**src/adcrc_pkg.sv**
```systemverilog
package adcrc_pkg;

    // ********************************************************
    // register indices (byte address = 4 * index)
    // ********************************************************
    localparam logic [9:0] ADCRC_IDX_PRIM_HIGH = 10'h000; // primary high
    localparam logic [9:0] ADCRC_IDX_PRIM_LOW  = 10'h001; // primary low
    localparam logic [9:0] ADCRC_IDX_SEC_HIGH  = 10'h002; // secondary high
    localparam logic [9:0] ADCRC_IDX_SEC_LOW   = 10'h003; // secondary low
    localparam logic [9:0] ADCRC_IDX_CFG_FIRST = 10'h004; // first config
    localparam logic [9:0] ADCRC_IDX_CFG_SEC   = 10'h005; // second config
    localparam logic [9:0] ADCRC_IDX_CAL_PTR   = 10'h006; // calib pointer
    localparam logic [9:0] ADCRC_IDX_CAL_PORT  = 10'h007; // coeff port
    localparam logic [9:0] ADCRC_IDX_REF_FIRST = 10'h0D1; // bias/ref first
    localparam logic [9:0] ADCRC_IDX_REF_SEC   = 10'h0D9; // bias/ref second

    // ********************************************************
    // field positions
    // ********************************************************
    localparam int ADCRC_CFG_LIN  = 0; // linearity_cal_start
    localparam int ADCRC_CFG_OFF  = 1; // offset_cal_start
    localparam int ADCRC_CFG_GAIN = 2; // gain_cal_start
    localparam int ADCRC_CFG_SRC  = 3; // cal_source_select
    localparam int ADCRC_CFG_DIFF = 4; // differential mode, first only
    localparam int ADCRC_PTR_INC  = 7; // pointer_autoinc
    localparam int ADCRC_PTR_BANK = 6; // coeff_bank_select
    localparam int ADCRC_REF_BIAS = 1; // bias generator enable
    localparam int ADCRC_REF_BUF  = 0; // reference buffer enable

    // ********************************************************
    // reset values and coefficient map
    // ********************************************************
    localparam logic [7:0] ADCRC_PTR_RESET = 8'hD7; // pointer reset
    localparam logic [7:0] ADCRC_REF_RESET = 8'h00; // bias/ref reset
    localparam logic [7:0] ADCRC_CFG_RESET = 8'h00; // config reset
    localparam logic [5:0] ADCRC_LIN_LAST  = 6'h12; // last linearity
    localparam logic [5:0] ADCRC_OFF_LOW   = 6'h13; // offset low byte
    localparam logic [5:0] ADCRC_OFF_HIGH  = 6'h14; // offset high byte
    localparam logic [5:0] ADCRC_GAIN_LOW  = 6'h15; // gain low byte
    localparam logic [5:0] ADCRC_GAIN_HIGH = 6'h16; // gain high byte
    localparam int         ADCRC_NCOEF     = 23;    // bytes per bank

    // apb handshake phase, gray coded
    typedef enum logic [1:0]
    {
        ADCRC_PH_IDLE = 2'b00,
        ADCRC_PH_ACK  = 2'b01
    } adcrc_phase_t;

    // writable bits of each coefficient byte
    function automatic logic [7:0] adcrc_coef_mask(input logic [5:0] idx);
        logic [7:0] m;
        m = 8'h00;
        if (idx <= ADCRC_LIN_LAST || idx == ADCRC_OFF_LOW ||
            idx == ADCRC_GAIN_LOW)
            m = 8'hFF;
        else if (idx == ADCRC_OFF_HIGH)
            m = 8'h3F;
        else if (idx == ADCRC_GAIN_HIGH)
            m = 8'h1F;
        return m;
    endfunction : adcrc_coef_mask

endpackage : adcrc_pkg

```
**src/adcrc_cal_seq.sv**
```systemverilog
`timescale 1ns/100ps
`default_nettype none
// per-converter calibration start bits and source select
module adcrc_cal_seq
    import adcrc_pkg::*;
(
    input  wire logic       pclk,      // system clock
    input  wire logic       presetn,   // async reset, active low
    input  wire logic       cfg_wr,    // config write strobe
    input  wire logic [7:0] cfg_wdata, // config write data
    input  wire logic [2:0] cal_done,  // finish pulses lin/off/gain
    output logic      [2:0] cal_run,   // start bits to the core
    output logic            cal_src    // source select
);

    // state of this sequencer
    typedef struct packed {
        logic [2:0] run; // start bits
        logic       src; // source select
    } adcrc_seq_t;

    adcrc_seq_t s_reg;  // registered state
    adcrc_seq_t s_next; // next state

    // ********************************************************
    // next state
    // ********************************************************
    always_comb
    begin
        s_next = s_reg;
        // finished calibrations drop their start bit
        s_next.run = s_reg.run & ~cal_done;
        if (cfg_wr)
        begin
            // a one written starts the run; set beats finish
            s_next.run = s_next.run | cfg_wdata[ADCRC_CFG_GAIN:0];
            s_next.src = cfg_wdata[ADCRC_CFG_SRC];
        end
    end

    // state register
    always_ff @(posedge pclk or negedge presetn)
    begin
        if (!presetn)
            s_reg <= '0;
        else
            s_reg <= s_next;
    end

    assign cal_run = s_reg.run;
    assign cal_src = s_reg.src;

endmodule : adcrc_cal_seq
`default_nettype wire

```
**src/adcrc_top.sv**
```systemverilog
// Implementation choice: the APB register port.
`timescale 1ns/100ps
`default_nettype none
// Overview of operation
// single-ended results are straight binary
// differential result is halved signed difference
// differential result lands in primary registers
// secondary registers always hold its own result
// each converter calibrates independently
// software start bit launches each calibration
// coefficient port reaches byte at pointer index
// linearity, offset, gain bytes at fixed locations
// hardware clears start bit when finished
// source bit picks internal or external voltages
// bank bit picks which converter's coefficients
// auto-increment advances index after port access
module adcrc_top
    import adcrc_pkg::*;
(
    input  wire logic        pclk,           // system clock
    input  wire logic        presetn,        // async reset
    input  wire logic        psel,           // apb select
    input  wire logic        penable,        // apb enable
    input  wire logic        pwrite,         // apb direction
    input  wire logic [11:0] paddr,          // apb byte address
    input  wire logic [31:0] pwdata,         // apb write data
    output logic      [31:0] prdata,         // apb read data
    output logic             pready,         // apb ready
    output logic             pslverr,        // apb error
    input  wire logic        prim_valid,     // primary result strobe
    input  wire logic [15:0] prim_data,      // primary raw code
    input  wire logic        sec_valid,      // secondary result strobe
    input  wire logic [15:0] sec_data,       // secondary raw code
    input  wire logic [2:0]  cal_done_first, // first cal finished
    input  wire logic [2:0]  cal_done_sec,   // second cal finished
    output logic      [2:0]  cal_run_first,  // first cal running
    output logic      [2:0]  cal_run_sec,    // second cal running
    output logic             cal_src_first,  // first cal source
    output logic             cal_src_sec,    // second cal source
    output logic             diff_mode,      // differential mode
    output logic             bias_gen_on_first,
    output logic             ref_buffer_on_first,
    output logic             bias_gen_on_second,
    output logic             ref_buffer_on_second,
    output logic      [13:0] offset_first,   // first offset value
    output logic      [12:0] gain_first,     // first gain value
    output logic      [13:0] offset_second,  // second offset value
    output logic      [12:0] gain_second     // second gain value
);

    // ********************************************************
    // state
    // ********************************************************
    typedef struct packed {
        adcrc_phase_t                     phase;   // apb phase
        logic [31:0]                      rdata;   // read data
        logic                             ready;   // ready flop
        logic                             slverr;  // error flop
        logic [15:0]                      prim;    // primary result
        logic [15:0]                      sec;     // secondary result
        logic                             diff;    // differential
        logic [7:0]                       ref0;    // bias/ref first
        logic [7:0]                       ref1;    // bias/ref second
        logic [7:0]                       ptr;     // calib pointer
        logic [1:0][ADCRC_NCOEF-1:0][7:0] coef;    // two banks
    } adcrc_state_t;

    adcrc_state_t r_reg;   // registered state
    adcrc_state_t r_next;  // next state

    logic [9:0]  idx;      // word index of the access
    logic        wr_done;  // write completes this edge
    logic        acc_done; // any access completes this edge
    logic        cfg0_wr;  // first config written
    logic        cfg1_wr;  // second config written
    logic [2:0]  run0;     // first start bits
    logic [2:0]  run1;     // second start bits
    logic        src0;     // first source bit
    logic        src1;     // second source bit
    logic [16:0] dsum;     // signed difference, one extra bit
    logic        bank;     // selected coefficient bank
    logic [5:0]  cidx;     // selected coefficient index
    logic        cvalid;   // index maps to a stored byte

    assign idx      = paddr[11:2];
    assign acc_done = psel && penable && r_reg.ready;
    assign wr_done  = acc_done && pwrite;
    assign cfg0_wr  = wr_done && idx == ADCRC_IDX_CFG_FIRST;
    assign cfg1_wr  = wr_done && idx == ADCRC_IDX_CFG_SEC;
    assign dsum     = {1'b0, prim_data} - {1'b0, sec_data};
    assign bank     = r_reg.ptr[ADCRC_PTR_BANK];
    assign cidx     = r_reg.ptr[5:0];
    assign cvalid   = cidx <= ADCRC_GAIN_HIGH;

    // ********************************************************
    // calibration sequencers, one per converter
    // ********************************************************
    adcrc_cal_seq u_seq_first
    (
        .pclk      (pclk),
        .presetn   (presetn),
        .cfg_wr    (cfg0_wr),
        .cfg_wdata (pwdata[7:0]),
        .cal_done  (cal_done_first),
        .cal_run   (run0),
        .cal_src   (src0)
    );

    adcrc_cal_seq u_seq_sec
    (
        .pclk      (pclk),
        .presetn   (presetn),
        .cfg_wr    (cfg1_wr),
        .cfg_wdata (pwdata[7:0]),
        .cal_done  (cal_done_sec),
        .cal_run   (run1),
        .cal_src   (src1)
    );

    // ********************************************************
    // next state
    // ********************************************************
    always_comb
    begin
        r_next = r_reg;
        r_next.ready  = 1'b0;
        r_next.slverr = 1'b0;
        r_next.phase  = ADCRC_PH_IDLE;
        // setup phase: decode and capture the answer
        if (psel && !penable)
        begin
            r_next.phase = ADCRC_PH_ACK;
            r_next.ready = 1'b1;
            r_next.rdata = '0;
            case (idx)
                ADCRC_IDX_PRIM_HIGH: r_next.rdata[7:0] = r_reg.prim[15:8];
                ADCRC_IDX_PRIM_LOW:  r_next.rdata[7:0] = r_reg.prim[7:0];
                ADCRC_IDX_SEC_HIGH:  r_next.rdata[7:0] = r_reg.sec[15:8];
                ADCRC_IDX_SEC_LOW:   r_next.rdata[7:0] = r_reg.sec[7:0];
                ADCRC_IDX_CFG_FIRST: r_next.rdata[7:0] =
                    {3'b000, r_reg.diff, src0, run0};
                ADCRC_IDX_CFG_SEC:   r_next.rdata[7:0] =
                    {4'h0, src1, run1};
                ADCRC_IDX_CAL_PTR:   r_next.rdata[7:0] = r_reg.ptr;
                ADCRC_IDX_CAL_PORT:  // unmapped bytes read zero
                    if (cvalid)
                        r_next.rdata[7:0] = r_reg.coef[bank][cidx];
                ADCRC_IDX_REF_FIRST: r_next.rdata[7:0] = r_reg.ref0;
                ADCRC_IDX_REF_SEC:   r_next.rdata[7:0] = r_reg.ref1;
                default:             r_next.slverr = 1'b1;
            endcase
        end
        // access completes: writes take effect
        if (wr_done)
        begin
            case (idx)
                ADCRC_IDX_CFG_FIRST:
                    r_next.diff = pwdata[ADCRC_CFG_DIFF];
                ADCRC_IDX_CAL_PTR:   r_next.ptr  = pwdata[7:0];
                ADCRC_IDX_CAL_PORT:  // masked to the field widths
                    if (cvalid)
                        r_next.coef[bank][cidx] = pwdata[7:0] &
                            adcrc_coef_mask(cidx);
                ADCRC_IDX_REF_FIRST: r_next.ref0 = pwdata[7:0] & 8'h03;
                ADCRC_IDX_REF_SEC:   r_next.ref1 = pwdata[7:0] & 8'h03;
                default:             ;
            endcase
        end
        // auto-increment after any port access
        if (acc_done && idx == ADCRC_IDX_CAL_PORT &&
            r_reg.ptr[ADCRC_PTR_INC])
            r_next.ptr[5:0] = r_reg.ptr[5:0] + 6'h01;
        // result capture
        if (prim_valid)
        begin
            if (r_reg.diff)
                r_next.prim = dsum[16:1];
            else
                r_next.prim = prim_data;
        end
        if (sec_valid)
            r_next.sec = sec_data;
    end

    // state register
    always_ff @(posedge pclk or negedge presetn)
    begin
        if (!presetn)
        begin
            r_reg       <= '0;
            r_reg.ptr   <= ADCRC_PTR_RESET;
            r_reg.ref0  <= ADCRC_REF_RESET;
            r_reg.ref1  <= ADCRC_REF_RESET;
        end
        else
            r_reg <= r_next;
    end

    // ********************************************************
    // outputs
    // ********************************************************
    assign prdata               = r_reg.rdata;
    assign pready               = r_reg.ready;
    assign pslverr              = r_reg.slverr;
    assign cal_run_first        = run0;
    assign cal_run_sec          = run1;
    assign cal_src_first        = src0;
    assign cal_src_sec          = src1;
    assign diff_mode            = r_reg.diff;
    assign bias_gen_on_first    = r_reg.ref0[ADCRC_REF_BIAS];
    assign ref_buffer_on_first  = r_reg.ref0[ADCRC_REF_BUF];
    assign bias_gen_on_second   = r_reg.ref1[ADCRC_REF_BIAS];
    assign ref_buffer_on_second = r_reg.ref1[ADCRC_REF_BUF];
    assign offset_first  = {r_reg.coef[0][ADCRC_OFF_HIGH][5:0],
                            r_reg.coef[0][ADCRC_OFF_LOW]};
    assign gain_first    = {r_reg.coef[0][ADCRC_GAIN_HIGH][4:0],
                            r_reg.coef[0][ADCRC_GAIN_LOW]};
    assign offset_second = {r_reg.coef[1][ADCRC_OFF_HIGH][5:0],
                            r_reg.coef[1][ADCRC_OFF_LOW]};
    assign gain_second   = {r_reg.coef[1][ADCRC_GAIN_HIGH][4:0],
                            r_reg.coef[1][ADCRC_GAIN_LOW]};
endmodule : adcrc_top
`default_nettype wire

```
**config.mk**
```make
export PLATFORM = sky130hd
export DESIGN_NAME = adcrc_top
export DESIGN_NICKNAME = d
export VERILOG_FILES = /design/src/adcrc_pkg.sv /design/src/adcrc_cal_seq.sv /design/src/adcrc_top.sv
export SDC_FILE = /design/constraint.sdc
export NUM_CORES = 1
export LEC_CHECK = 0
export BUFFER_PORTS_ARGS = -buffer_cell sky130_fd_sc_hd__buf_2
export CAP_MARGIN = 20
export CORE_MARGIN = 5
export CORE_UTILIZATION = 45
export DETAILED_ROUTE_END_ITERATION = 16
export PLACE_DENSITY = 0.67
export SYNTH_ARGS = -nofsm -noshare
export SYNTH_HDL_FRONTEND = slang
export SYNTH_HIERARCHICAL = 1
export SYNTH_SLANG_ARGS = --single-unit
```
**constraint.sdc**
```tcl
create_clock -name pclk -period 3.2 [get_ports pclk]
set_input_delay 0.16 -clock pclk [delete_from_list [all_inputs] [get_ports pclk]]
set_output_delay 0.16 -clock pclk [all_outputs]
set_load 0.01 [all_outputs]
```
# Word level (Yosys, flattened, before mapping)
# Cells that the tools add are included.
# classes
magnitude_cmp	6
muxes	27
n_addsub	2
n_reduce_logical	23
n_eq_ne	13
bitwise	7
# op_table
cell	n
$mux 368	2
$mux 184	3
$mux 374	1
$bwmux 368	1
$demux 184 s1	1
$pmux 8 s10	1
$mux 8	8
$bmux 8 s5	1
$demux 8 s5	1
$eq 10x3->1 const B	4
$eq 6x5->1 const B	4
$eq 10x2->1 const B	2
$eq 10x8->1 const B	2
$sub 16x16->17	1
$mux 16	1
$le 6x5->1 const B	2
$mux 6	2
$eq 10x1->1 const B	1
$logic_and 1x1->1	10
$logic_not 10->1	1
$reduce_and 2->1	5
$reduce_or 10->1	1
$and 8x8->8	1
$mux 4	2
other kinds (15)	20
# word_totals
regBits	431
word_cells	138
output_inout_bits	101

# Depth between registers and ports, before layout
# logic_depth
depth_word	13
mapped_depth	14
mapped_depth_nobuf	9

# Hierarchy
# The synthesis kept the hierarchy.
# modules_own_cells
module	cells_per_inst	instances	seq_area_each_um2	area_each_um2
adcrc_top	1965	1	10592.7	20597.3
adcrc_cal_seq	14	2	100.1	152.6

# Least setup slack after synthesis
# No wires, ideal clock.
# synth_path
path_type	register to register
from	register r_reg, in the netlist cidx[0]
to	register (tool-made name)
setup_time_ps	133
n_path_buf	5
arrival_time_ps	3007
path_stages_with_launch	14
period_less_slack_ps	3140
slack_ps	60
cell_sequence	dfstp_2 -> clkbuf_1 -> buf_2 -> buf_1 -> inv_1 -> ha_1 -> and3b_1 -> o21ai_0 -> nor4bb_1 -> and4b_1 -> clkbuf_1 -> nand2_1 -> clkbuf_1 -> o21ai_0
# synth_rtl
item	line	source
start, declared	adcrc_top.sv:68	adcrc_state_t r_reg;
start signal, assigned	adcrc_top.sv:196	r_reg <= r_next;

# Worst setup path in the final report
# layout_path
from	register r_reg, in the netlist bank
to	register r_reg, in the netlist prdata[7]
# layout_between
elab_chain_len	6
# layout_rtl
item	line	source
$mux 184 (implied by the code) (2 in series)	adcrc_top.sv:147	r_next.rdata[7:0] = r_reg.coef[bank][cidx];
$bmux 8 s5	adcrc_top.sv:147	
$mux 8 (implied by the code)	adcrc_top.sv:147	
$mux 8	adcrc_top.sv:146	if (cvalid)
$pmux 8 s10	adcrc_top.sv:135	case (idx)
# No other way between the ends. The select of a mux whose other input is x is not followed.
# A chain may end at the register's enable or synchronous reset.

==> flow_metrics.py <==
metrics = {
    "floorplanning": {
        "die_area_mm2": 0.05086,
        "die_h_um": 225.5,
        "fp-row-count": 79,
        "pin_count": 190,
        "core_region_area_mm2": 0.04626,
        "die_w_um": 225.5,
        "start_util_pct": 45.19,
    },
    "logic_synthesis": {
        "synthesis.area_mm2": 0.02090,
        "ys_types": 66,
        "synth_xor_area_share_pct": 0.4609,
        "synthArstFlopShare_pct": 100.0,
        "synth-seq-cells": 431,
        "synthFlopType": "dfrtp_1",
        "synth_fa_ha_area_share_pct": 1.233,
        "syn_avg_cell_area_um2": 10.49,
        "synthSimpleGateAreaFrac_pct": 12.09,
        "synth_compound_area_share_pct": 12.89,
        "yosysSeqAreaShare_pct": 51.63,
        "synth_edf_count": 0,
        "syn_inst": 1993,
        "synth_top_family_by_area": "multiplexers",
        "synth_mux_area_share_pct": 15.13,
        "ys_warn_count": 6,
    },
    "global_routing": {
        "grt_pass1_vias": 15350,
        "grt.overflow.total": 0,
        "grt_pass1_wl_um": 87930,
        "grt_use_total_pct": 21.78,
        "grt_max_degree": 80,
        "antenna_found_initial": 1,
    },
    "drt": {
        "drt_wl_total_um": 55190,
        "wl_met2_um": 25860,
        "dr.max_layer_used": "met4",
        "drt-initial-drc-count": 1519,
        "drc": 0,
        "drt-wirelength-per-cell_um": 20.26,
        "antenna_left": 0,
        "firstDrtPassIters": 7,
        "vias": 15320,
        "routed-wl-met3_um": 3712,
        "wl_met1_um": 23780,
        "vias_per_cell": 5.623,
    },
    "place": {
        "port_buffers": 139,
        "dp_hpwl_um": 37400,
        "gp_congestion": 0.8727,
    },
    "run_status": {
        "status": "finished, final reports clean",
    },
    "sta": {
        "hold_viol": 0,
        "tns_ns": 0,
        "worst_slew_pin_slew_ns": 1.041,
        "rsz0062_at_grt": "false",
        "finalHoldWorstSlack_ns": 0.04805,
        "skew_ns": 0.01178,
        "period_share_pct": 96.79,
        "period_minus_slack_ns": 3.097,
        "fmax_ghz": 0.3229,
        "setup-violations-final": 0,
        "max_slew_margin_pct": 30.58,
        "maxSlewViolCount": 0,
    },
    "worst_setup_path": {
        "cp-start-kind": "flip-flop",
        "critical_path_class": "reg2reg",
        "r2r_start": "bank$_DFFE_PN1P_",
        "cp_max_fo": 19,
        "r2r-end": "prdata[7]$_DFFE_PN0P_",
        "cp-end-kind": "flip-flop",
        "critPathArrivalTime_ns": 3.54,
        "r2r_slack_ns": 0.10,
        "required_ns": 3.64,
        "r2r_cells": 7,
    },
    "cts": {
        "htree_levels": 2,
        "numCtsBuffers": 46,
        "postCtsSetupRepairBufs": 0,
        "clockBufferDepth": 3,
        "clk_pin_slew_ns": 0.06,
        "cts_tree": "done",
        "ctsRootBufferMaster": "clkbuf_16",
        "worstSkewPairLatency_ns": 0.57,
        "clock-sinks": 431,
    },
    "pwr": {
        "swShare_pct": 22.64,
        "p_int_mw": 8.771,
        "clock_power_share_pct": 45.9,
        "p_comb_share_pct": 5.3,
        "leakagePower_nw": 10.74,
        "p_seq_share_pct": 48.7,
        "power.total_mw": 11.34,
        "pwr_density_cell_mw_per_mm2": 475.9,
        "p_switching_mw": 2.567,
        "vdd_drop_max_mv": 0.3668,
    },
    "worst_hold_path": {
        "hold_depth": 5,
        "whs_endpoint": "pslverr$_DFF_PN0_",
        "hold_path.class": "in2reg",
        "min_from": "paddr[8]",
    },
    "finish": {
        "nets": 2193,
        "area_growth_pct": 13.98,
        "final_util_pct": 51.50,
        "insertedDiodeCount": 0,
        "drive_above_1_share_pct": 20.22,
    },
    "job": {
        "maxCapViolations": 0,
    },
}
[worst max path at each step]
stage	startpoint	end	slack, ns	cells after the start
floorplan	cidx[0]$_DFFE_PN1P_	flip-flop	0.06	13
global placement	bank$_DFFE_PN1P_	prdata[7]$_DFFE_PN0P_	0.15	7
detailed placement	bank$_DFFE_PN1P_	prdata[7]$_DFFE_PN0P_	0.12	7
CTS	bank$_DFFE_PN1P_	prdata[7]$_DFFE_PN0P_	0.13	7
global route	cidx[0]$_DFFE_PN1P_	flip-flop	0.01	10
finish	bank$_DFFE_PN1P_	prdata[7]$_DFFE_PN0P_	0.10	7
[cells in the mapped netlist (all sizes together) (19+ instances only)]
cell    number  share of area [%]
dfrtp      425                 51
mux2i       43                2.1
ha          19                1.1
o21ai      387                9.3
nor2        48               0.87
buf        129                4.1
mux4       100                 11
mux2        42                2.3
nand2      434                7.8
inv         33               0.59
clkbuf     100                1.8
a21oi       43                1.0
[layer usage]
metal  vias to the layer above  GRT usage (%)
li1                       7053              -
met1                      7602          30.68
met2                       554          34.52
met3                       107          3.634
met4                         0          7.790
met5                         -              0
[area by class of cell]
type / count / area, µm²
inverters: 33 / 123.9
fillers: 4014 / 22440
multi-input cells: 1323 / 8848
clock inverters: 6 / 36.28
flip-flops and latches: 431 / 10800
well taps: 607 / 759.5
repair buffers: 249 / 1812
clock buffers: 75 / 1444
[stage by stage]
stage               cell area, µm²  cells  setup WS, ns
finish                       23820   2724        0.1028
global route                 23820   2724       0.01130
CTS                          23810   2724        0.1305
detailed placement           21810   2591        0.1247
global placement             21810   2591        0.1507
floorplan                    20990   2016       0.05985
[worst max-delay path: stages (launching register included)]
cell and delay, ns:
dfstp_4 0.90, buf_12 0.23, mux4_2 0.57, mux4_2 0.53, mux2i_1 0.22, nor2_1 0.06, o21ai_0 0.31, a31oi_1 0.13
[cell usage in the layout, fill, tap and decap left out, types with 33 or more instances in the layout]
| cell type | Yosys | final |
|---|---|---|
| buf_4 | 89 | 46 |
| nand2_1 | 433 | 429 |
| nor2_1 | 47 | 47 |
| inv_1 | 33 | 33 |
| dfrtp_1 | 425 | 425 |
| a21oi_1 | 43 | 42 |
| o21ai_0 | 386 | 386 |
| buf_2 | 21 | 138 |
| dlygate4sd3_1 | 0 | 52 |
| mux4_2 | 100 | 100 |
| mux2i_1 | 43 | 43 |
| mux2_2 | 40 | 40 |
| clkbuf_16 | 0 | 49 |
[cells by family after synthesis]
kind of cell	count (synthesis)
AND/OR/NAND/NOR	585
AO/OA/AOI/OAI	498
flip-flops	431
buffers and inverters	262
multiplexers	185
adder cells (fa/ha/maj)	20
XOR/XNOR	11
other	1
[power by group through the flow]
stage	sequential, mW	clock, mW	combinational [mW]
finish	5.52	5.21	0.606
global route	5.52	5.53	0.675
CTS	5.52	5.30	0.608
detailed placement	5.62	0	0.561
global placement	5.62	0	0.546
floorplan	5.61	0	0.299
[repair_timing]
item | in CTS | in global routing
resized for setup | 0 | 5
endpoints found under the hold margin | 131 | 0
hold buffers | 52 | 0
setup endpoints to repair | 0 | 78
No activity file was read; power rests on OpenSTA's default activity.
